<file path="config.mk">
export PLATFORM = sky130hd
export DESIGN_NAME = jmc_jog_ctrl
export DESIGN_NICKNAME = d
export VERILOG_FILES = /design/src/jmc_pkg.sv /design/src/jmc_jog_ctrl.sv
export SDC_FILE = /design/constraint.sdc
export NUM_CORES = 1
export LEC_CHECK = 0
export BUFFER_PORTS_ARGS = -buffer_cell sky130_fd_sc_hd__buf_2
export CORE_MARGIN = 5
export CORE_UTILIZATION = 56
export DETAILED_ROUTE_END_ITERATION = 10
export PLACE_DENSITY = 0.81
export SLEW_MARGIN = 15
export SYNTH_ARGS = -nofsm -noshare
export SYNTH_HDL_FRONTEND = slang
export SYNTH_SLANG_ARGS = --single-unit
export TNS_END_PERCENT = 20
</file>
<file path="constraint.sdc">
create_clock -name clk -period 5.18 [get_ports clk]
set_input_delay 0.518 -clock clk [delete_from_list [all_inputs] [get_ports clk]]
set_output_delay 0.518 -clock clk [all_outputs]
set_load 0.01 [all_outputs]
</file>
<file path="src/jmc_pkg.sv">
// Constants, register map and state codes of the jog motion controller.
// Assumes a single 100 MHz clock and the documented parameter port.
//
// Function
// - Continuous jog keeps moving while the direction request stays asserted.
// - A brief request in step jog moves one step distance in that direction.
// - A sustained step request steps, waits the wait time, then runs continuously.
// - Slow speed in RPM, range 1 to 3000, default 60, kept.
// - Fast speed in RPM, range 1 to 3000, default 180, kept.
// - Speed used is clamped to the ramp velocity limit.
// - Command bit0 positive, bit1 negative, bit2 selects fast over slow.
// - Both direction bits set together never start a motion.
// - Both bits set during a running move are ignored; motion continues.
// - Jog command is 16 bit read/write, range 0 to 7, default 0.
// - Command and speed writes take effect at once.
// - Step distance signed 32 bit, 0 to 2147483647, default 20, kept.
// - Step wait 16 bit in ms, 1 to 32767, default 500, kept.
// - Step distance and wait latch only when the next motion starts.
// - Input 2 requests negative jog, input 3 requests positive jog.
// - Input 0 enables the power stage, input 1 clears a pending error; the code does both only while din_jog_en is set.
// - An assigned fast/slow input picks the jog speed by its level; the code reads it only while din_jog_en is set.
// - Status word bits 10 and 12 are reserved in jog mode.
// - Jog ends only at standstill after release, zero command, halt, stop or error.
// - Mode code minus one selects jog; readback shows minus one while jogging.
// - Control word bit 8 stops the jog motion through halt.
package jmc_pkg;

  // ----------------------------------------------------------------
  // Register offsets
  // ----------------------------------------------------------------
  localparam logic [15:0] JMC_OFS_CMD  = 16'h1b12;
  localparam logic [15:0] JMC_OFS_SLOW = 16'h2908;
  localparam logic [15:0] JMC_OFS_FAST = 16'h290a;
  localparam logic [15:0] JMC_OFS_STEP = 16'h290e;
  localparam logic [15:0] JMC_OFS_WAIT = 16'h2910;

  // ----------------------------------------------------------------
  // Reset values and legal ranges
  // ----------------------------------------------------------------
  localparam logic [15:0] JMC_RST_CMD  = 16'h0000;
  localparam logic [15:0] JMC_RST_SLOW = 16'h003c;
  localparam logic [15:0] JMC_RST_FAST = 16'h00b4;
  localparam logic [31:0] JMC_RST_STEP = 32'h0000_0014;
  localparam logic [15:0] JMC_RST_WAIT = 16'h01f4;
  localparam logic [15:0] JMC_CMD_MAX  = 16'h0007;
  localparam logic [15:0] JMC_SPD_MIN  = 16'h0001;
  localparam logic [15:0] JMC_SPD_MAX  = 16'h0bb8;
  localparam logic [15:0] JMC_WAIT_MIN = 16'h0001;
  localparam logic [15:0] JMC_WAIT_MAX = 16'h7fff;

  // ----------------------------------------------------------------
  // Field positions and mode codes
  // ----------------------------------------------------------------
  localparam int          JMC_CMD_POS  = 0;
  localparam int          JMC_CMD_NEG  = 1;
  localparam int          JMC_CMD_FAST = 2;
  localparam int          JMC_CW_HALT  = 8;
  localparam logic [15:0] JMC_MODE_JOG = 16'hffff;

  // ----------------------------------------------------------------
  // Timing
  // ----------------------------------------------------------------
  localparam int JMC_CLK_NS     = 10;
  localparam int JMC_MS_NS      = 1000000;
  localparam int JMC_CYC_PER_MS = JMC_MS_NS / JMC_CLK_NS;

  // Jog sequence states
  typedef enum logic [2:0] {
    JMC_IDLE = 3'b000,
    JMC_STEP = 3'b001,
    JMC_WAIT = 3'b010,
    JMC_CONT = 3'b011,
    JMC_STOP = 3'b100
  } jmc_state_t;

endpackage

</file>
<file path="src/jmc_jog_ctrl.sv">
// Jog operating mode sequencer with its parameter registers.
// Assumes a ramp generator that runs the speed/step commands and
// reports step completion and standstill on the same clock.
module jmc_jog_ctrl
  import jmc_pkg::*;
#(
  parameter int unsigned CYC_PER_MS = JMC_CYC_PER_MS
) (
  // Clock and reset
  input  wire logic        clk,
  input  wire logic        rstn,
  // Parameter access port
  input  wire logic        par_wr,
  input  wire logic        par_rd,
  input  wire logic [15:0] par_addr,
  input  wire logic [31:0] par_wdata,
  output logic      [31:0] par_rdata,
  output logic             par_ack,
  output logic             par_err,
  // Digital input pins and their function setup
  input  wire logic [3:0]  din,
  input  wire logic        din_fast,
  input  wire logic        din_jog_en,
  input  wire logic        din_fast_en,
  // Drive context
  input  wire logic [15:0] mode_select,
  input  wire logic [15:0] drive_control_word,
  input  wire logic [15:0] ramp_velocity_limit,
  input  wire logic        quick_stop,
  input  wire logic        error_active,
  input  wire logic        standstill,
  input  wire logic        step_done,
  // Jog configuration
  input  wire logic        step_mode,
  input  wire logic [15:0] brief_ms,
  // Motion commands
  output logic             run_cont,
  output logic             step_start,
  output logic             dir_neg,
  output logic      [15:0] speed_ref,
  output logic      [31:0] step_distance,
  // Drive status
  output logic             jog_active,
  output logic      [15:0] active_mode_readback,
  output logic       [1:0] status_mode_bits,
  output logic             power_enable,
  output logic             fault_clear
);

  // ----------------------------------------------------------------
  // Declarations
  // ----------------------------------------------------------------
  jmc_state_t  state_q, state_d;
  logic [15:0] jog_command_q, jog_slow_speed_q, jog_fast_speed_q, jog_step_wait_q;
  logic [31:0] jog_step_distance_q;
  logic [15:0] wait_lat_q;
  logic [4:0]  sync1_q, sync2_q;
  logic        fclr_prev_q;
  logic [16:0] pre_q;
  logic [15:0] ms_q;
  logic        pos_r, neg_r, one_dir, hold_same, stop_cause, fast_sel, ms_tick;
  logic [15:0] spd_raw;
  logic        wr_ok;

  // ----------------------------------------------------------------
  // Input synchronisers
  // ----------------------------------------------------------------
  // Two flops on every pin before use
  always_ff @(posedge clk or negedge rstn) begin
    if (!rstn) begin
      sync1_q <= 5'h00;
      sync2_q <= 5'h00;
    end else begin
      sync1_q <= {din_fast, din};
      sync2_q <= sync1_q;
    end
  end

  // Power enable level and fault clear pulse from inputs 0 and 1
  always_ff @(posedge clk or negedge rstn) begin
    if (!rstn) begin
      power_enable <= 1'b0;
      fault_clear  <= 1'b0;
      fclr_prev_q  <= 1'b0;
    end else begin
      power_enable <= din_jog_en & sync2_q[0];
      fault_clear  <= din_jog_en & sync2_q[1] & ~fclr_prev_q;
      fclr_prev_q  <= sync2_q[1];
    end
  end

  // ----------------------------------------------------------------
  // Request decode
  // ----------------------------------------------------------------
  // Pins or command word as the direction source
  always_comb begin
    pos_r      = din_jog_en ? sync2_q[3] : jog_command_q[JMC_CMD_POS];
    neg_r      = din_jog_en ? sync2_q[2] : jog_command_q[JMC_CMD_NEG];
    one_dir    = pos_r ^ neg_r;
    hold_same  = dir_neg ? neg_r : pos_r;
    stop_cause = drive_control_word[JMC_CW_HALT] | quick_stop | error_active;
    fast_sel   = din_jog_en ? (din_fast_en & sync2_q[4])
                            : jog_command_q[JMC_CMD_FAST];
    spd_raw    = fast_sel ? jog_fast_speed_q : jog_slow_speed_q;
    ms_tick    = (pre_q == 17'(CYC_PER_MS - 1));
  end

  // ----------------------------------------------------------------
  // Parameter registers
  // ----------------------------------------------------------------
  // Range check of a write
  always_comb begin
    case (par_addr)
      JMC_OFS_CMD:  wr_ok = (par_wdata <= {16'h0000, JMC_CMD_MAX});
      JMC_OFS_SLOW,
      JMC_OFS_FAST: wr_ok = (par_wdata >= {16'h0000, JMC_SPD_MIN}) &&
                            (par_wdata <= {16'h0000, JMC_SPD_MAX});
      JMC_OFS_STEP: wr_ok = ~par_wdata[31];
      JMC_OFS_WAIT: wr_ok = (par_wdata >= {16'h0000, JMC_WAIT_MIN}) &&
                            (par_wdata <= {16'h0000, JMC_WAIT_MAX});
      default:      wr_ok = 1'b0;
    endcase
  end

  // Register writes, applied the next cycle
  always_ff @(posedge clk or negedge rstn) begin
    if (!rstn) begin
      jog_command_q       <= JMC_RST_CMD;
      jog_slow_speed_q    <= JMC_RST_SLOW;
      jog_fast_speed_q    <= JMC_RST_FAST;
      jog_step_distance_q <= JMC_RST_STEP;
      jog_step_wait_q     <= JMC_RST_WAIT;
    end else if (par_wr && wr_ok) begin
      case (par_addr)
        JMC_OFS_CMD:  jog_command_q       <= par_wdata[15:0];
        JMC_OFS_SLOW: jog_slow_speed_q    <= par_wdata[15:0];
        JMC_OFS_FAST: jog_fast_speed_q    <= par_wdata[15:0];
        JMC_OFS_STEP: jog_step_distance_q <= par_wdata;
        JMC_OFS_WAIT: jog_step_wait_q     <= par_wdata[15:0];
        default:      jog_command_q       <= jog_command_q;
      endcase
    end
  end

  // Read data, acknowledge and error, one cycle after the request
  always_ff @(posedge clk or negedge rstn) begin
    if (!rstn) begin
      par_rdata <= 32'h0000_0000;
      par_ack   <= 1'b0;
      par_err   <= 1'b0;
    end else begin
      par_ack <= par_wr | par_rd;
      par_err <= par_wr ? ~wr_ok : (par_rd & ~wr_ok & (par_addr != JMC_OFS_CMD)
                 & (par_addr != JMC_OFS_SLOW) & (par_addr != JMC_OFS_FAST)
                 & (par_addr != JMC_OFS_STEP) & (par_addr != JMC_OFS_WAIT));
      case (par_addr)
        JMC_OFS_CMD:  par_rdata <= {16'h0000, jog_command_q};
        JMC_OFS_SLOW: par_rdata <= {16'h0000, jog_slow_speed_q};
        JMC_OFS_FAST: par_rdata <= {16'h0000, jog_fast_speed_q};
        JMC_OFS_STEP: par_rdata <= jog_step_distance_q;
        JMC_OFS_WAIT: par_rdata <= {16'h0000, jog_step_wait_q};
        default:      par_rdata <= 32'h0000_0000;
      endcase
    end
  end

  // ----------------------------------------------------------------
  // Jog sequencer
  // ----------------------------------------------------------------
  // Next state
  always_comb begin
    state_d = state_q;
    case (state_q)
      JMC_IDLE: if (mode_select == JMC_MODE_JOG && one_dir && !stop_cause) begin
        state_d = step_mode ? JMC_STEP : JMC_CONT;
      end
      JMC_STEP: if (stop_cause) begin
        state_d = JMC_STOP;
      end else if (step_done) begin
        state_d = (hold_same && ms_q >= brief_ms) ? JMC_WAIT : JMC_STOP;
      end
      JMC_WAIT: if (stop_cause || !hold_same) begin
        state_d = JMC_STOP;
      end else if (ms_tick && ms_q + 16'h0001 >= wait_lat_q) begin
        state_d = JMC_CONT;
      end
      JMC_CONT: if (stop_cause || !hold_same) begin
        state_d = JMC_STOP;
      end
      JMC_STOP: if (standstill) begin
        state_d = JMC_IDLE;
      end
      default: state_d = JMC_IDLE;
    endcase
  end

  // State register
  always_ff @(posedge clk or negedge rstn) begin
    if (!rstn) begin
      state_q <= JMC_IDLE;
    end else begin
      state_q <= state_d;
    end
  end

  // Millisecond timer, restarted on each state change
  always_ff @(posedge clk or negedge rstn) begin
    if (!rstn) begin
      pre_q <= 17'h0_0000;
      ms_q  <= 16'h0000;
    end else if (state_d != state_q) begin
      pre_q <= 17'h0_0000;
      ms_q  <= 16'h0000;
    end else if (ms_tick) begin
      pre_q <= 17'h0_0000;
      ms_q  <= (ms_q == 16'hffff) ? ms_q : ms_q + 16'h0001;
    end else begin
      pre_q <= pre_q + 17'h0_0001;
    end
  end

  // Direction and step parameters latched at motion start
  always_ff @(posedge clk or negedge rstn) begin
    if (!rstn) begin
      dir_neg       <= 1'b0;
      step_distance <= JMC_RST_STEP;
      wait_lat_q    <= JMC_RST_WAIT;
    end else if (state_q == JMC_IDLE && state_d != JMC_IDLE) begin
      dir_neg       <= neg_r;
      step_distance <= jog_step_distance_q;
      wait_lat_q    <= jog_step_wait_q;
    end
  end

  // Motion command outputs
  always_ff @(posedge clk or negedge rstn) begin
    if (!rstn) begin
      run_cont   <= 1'b0;
      step_start <= 1'b0;
      speed_ref  <= 16'h0000;
      jog_active <= 1'b0;
    end else begin
      run_cont   <= (state_d == JMC_CONT);
      step_start <= (state_q == JMC_IDLE) && (state_d == JMC_STEP);
      speed_ref  <= (spd_raw > ramp_velocity_limit) ? ramp_velocity_limit : spd_raw;
      jog_active <= (state_d != JMC_IDLE);
    end
  end

  // Mode readback and reserved status bits
  always_ff @(posedge clk or negedge rstn) begin
    if (!rstn) begin
      active_mode_readback <= 16'h0000;
      status_mode_bits     <= 2'b00;
    end else begin
      active_mode_readback <= (state_d != JMC_IDLE) ? JMC_MODE_JOG : mode_select;
      status_mode_bits     <= 2'b00;
    end
  end
endmodule // jmc_jog_ctrl

</file>
==> run metrics <==
layout cell share with drive strength beyond 1=0.356; Worst-Margin Slew=0.936 ns; reg2reg start=ms_q[1]; count of state elements after synthesis=between 200 and 300; hold violation count in the final report=5; HP Class=in -> async; number of buffers created by CTS=27; number of buffers on the longest clock path=3; Final WS setup=around 1.4 ns; count of flip-flops with a built-in enable after synthesis=0; critical path start-end classification=reg -> reg; count of yosys warnings during synthesis=0; minimum clock period after layout=3.82 ns; detailed-route DRC error count=0; Remaining Overflow, GRT=0; fraction of registers with async set/reset=1.00; Setup Total Neg Slack=0 ns; area fraction of the dominant cell type after synthesis=0.485; period utilization=0.737; drt initial violations=approximately 440; P&R area growth vs syn=18.4%; Max Freq=262 MHz; die width=between 150 and 200 µm; post-cts resize count=0; number of setup violations in the final report=0; number of port buffers=between 200 and 250; maximum number of pins on one net before global-route repair=122; RSZ-0062 raised after global routing=false; Worst setup EP type=register; total of fill cells in the finished design=between 1.5k and 2k; NumNets Final=about 1.4k; Antenna Violating Nets Remaining=0; setup skew after layout=0.0186 ns; total number of placement rows=54; violated checks=hold timing; clock slew seen by the registers of the worst setup and hold paths=around 0.06 ns; Area contributors post-synth=dfrtp_1, mux2_2, dfstp_2; Synth Cell Area=around 0.012 mm²; setup slack on the worst flop-to-flop path=1.36 ns; Core Region=between 0.02 and 0.025 mm²; slew margin rel.=0.375; aggregate routed wire length=around 29 mm; register cell area after layout=about 0.0066 mm²; latest clock arrival within the worst-skew pair=0.53 ns; boundary pin count=roughly 230; most common cell after layout, fill and taps aside=dfrtp_1; total number of vias=8816; detailed-route vias per instance=around 5.7; dpl ws=between 1.5 and 2 ns; starting utilization of the core area=0.567; Clock Sink Count=~260; final weighted congestion in routability-driven placement=between 0.8 and 0.9; CTS Hold Bufs=0; cell taking the most area after synthesis=dfrtp_1; sequential area share after synthesis=0.536; Root Buffer Master=clkbuf_16; LEAKAGE=7.53 nW; worst hold slack=-0.0181 ns; total of max-cap violations=0; commonest non-fill, non-tap cells in the layout=dfrtp_1, buf_2, mux2_2, inv_1, nor2_1; TritonRoute pass-1 iters=5; logic depth of the worst register-to-register path=13; Die ar.=about 0.025 mm²; highest ir drop seen on vdd=0.239 mV; power per unit of standard cell area=between 200 and 300 mW/mm²; number of antenna violations at the first check in global routing=2; vias in the first global route=~9k; routed wire length per instance=roughly 19 µm; postcts setup bufs=0; worst path arrival time=about 4.2 ns; CTS H-Tree Depth=1; Max Slew Vio Count=0; count of different cell masters after synthesis=between 60 and 70; endpoint of the most critical register-to-register path=active_mode_readback[12]; multi-input combinational cell area=approximately 0.0054 mm²; first-pass GRT wire length=roughly 47 mm; clock tree from TritonCTS=built; result of the run=finished, violations left; HPWL reported at the end of detailed placement=~21 mm; height of the chip=between 150 and 200 µm; data required time at the worst endpoint=approximately 5.5 ns; sort of element at the start of the critical path=register; synthesized instance count=around 1.0k; total routing resource utilization after global routing=0.233; highest fanout seen on the critical path=20; Avg Cell Area, Syn=~12 µm²; Primary FF master, synth=dfrtp_1
report_power, final:
| group | internal, mW | total, mW | switching [mW] |
|---|---|---|---|
| Combinational | 0.0817 | 0.209 | 0.127 |
| Sequential | 2.08 | 2.10 | 0.0206 |
| Clock | 1.14 | 1.90 | 0.754 |
flip-flops by register name (all words and copies together) (netlist names), 3 cells and up:
name	count
jog_fast_speed_q	16
sync1_q	5
wait_lat_q	16
par_rdata	32
jog_step_wait_q	16
speed_ref	16
active_mode_readback	16
jog_step_distance_q	32
sync2_q	5
step_distance	32
pre_q	17
ms_q	16
state_q	3
jog_slow_speed_q	16
jog_command_q	16
synth_stat cells, drive strengths merged (15+ instances only):
cell,number
dfrtp,239
mux2,151
inv,57
nor2,55
ha,50
nand2,44
nand4,38
a21oi,35
and2,34
o21ai,33
clkbuf,28
dfstp,24
xnor2,24
mux2i,21
nand3,21
nor3,19
a221o,17
xor2,17
nor4,15
how the worst max path moves through the flow:
stage | from | end | slack, ns | cells after the start
2_1_floorplan | din_jog_en | speed_ref[10] | 0.90 | 12
3_3_place_gp | par_addr[15] | jog_slow_speed_q[0] | 1.57 | 7
3_5_place_dp | par_addr[15] | jog_slow_speed_q[1] | 1.51 | 7
4_1_cts | ms_q[0] | active_mode_readback[9] | 1.45 | 13
5_1_grt | ms_q[1] | active_mode_readback[9] | 1.03 | 13
6_report | ms_q[1] | active_mode_readback[12] | 1.36 | 13
metrics by stage:
| step | total power [mW] | cells | hold WS [ns] | cell area (µm²) | utilization |
|---|---|---|---|---|---|
| after floorplan | 2.21 | 1032 | 0.222 | 12300 | - |
| after CTS | 4.25 | 1548 | 0.0210 | 14600 | 0.671 |
| final | 4.21 | 1550 | -0.0181 | 14600 | 0.671 |
| after detailed placement | 2.35 | 1500 | 0.339 | 13700 | 0.631 |
| after global routing | 4.38 | 1550 | 0.0216 | 14600 | 0.671 |
| after global placement | 2.34 | 1500 | 0.333 | 13700 | 0.631 |
cell type report:
type                            instances  share of cell area
Multi-Input combinational cell        672               0.367
Clock buffer                           43              0.0545
Timing Repair Buffer                  228              0.0818
Antenna cell                            2            0.000343
Clock inverter                          5             0.00514
Inverter                               57              0.0147
Tap cell                              280              0.0240
Sequential cell                       263               0.453
cells by family after synthesis:
| group | after synthesis | share of synthesized area |
|---|---|---|
| AOI/OAI and AO/OA | 122 | 0.0661 |
| xor gates and xnor gates | 41 | 0.0291 |
| adders and majority gates | 50 | 0.0507 |
| buffers and inverters | 97 | 0.0321 |
| DFF | 263 | 0.536 |
| muxes | 173 | 0.159 |
| other | 1 | 0.000304 |
| and+or+nand+nor | 284 | 0.127 |
critical path: stages (launching register included):
cell and delay [ns]:
dfrtp_1 0.40, ha_1 0.25, nand2_1 0.08, nor2_1 0.35, nand2_1 0.23, nor2_1 0.26
xor2_1 0.23, ha_1 0.29, a21o_1 0.18, a21oi_1 0.21, nand2_1 0.08, a221o_1 0.30
nand3_1 0.60, nand4_1 0.20
per-layer routing:
metal  vias to the layer above  wire length (µm)  global-route usage
met5                         -                 0                   0
met4                         0               774              0.0723
met3                        53              2090              0.0451
met2                       291             13800               0.387
met1                      4342             12100               0.313
li1                       4130                 -                   -
No activity file was read; power rests on OpenSTA's default activity.
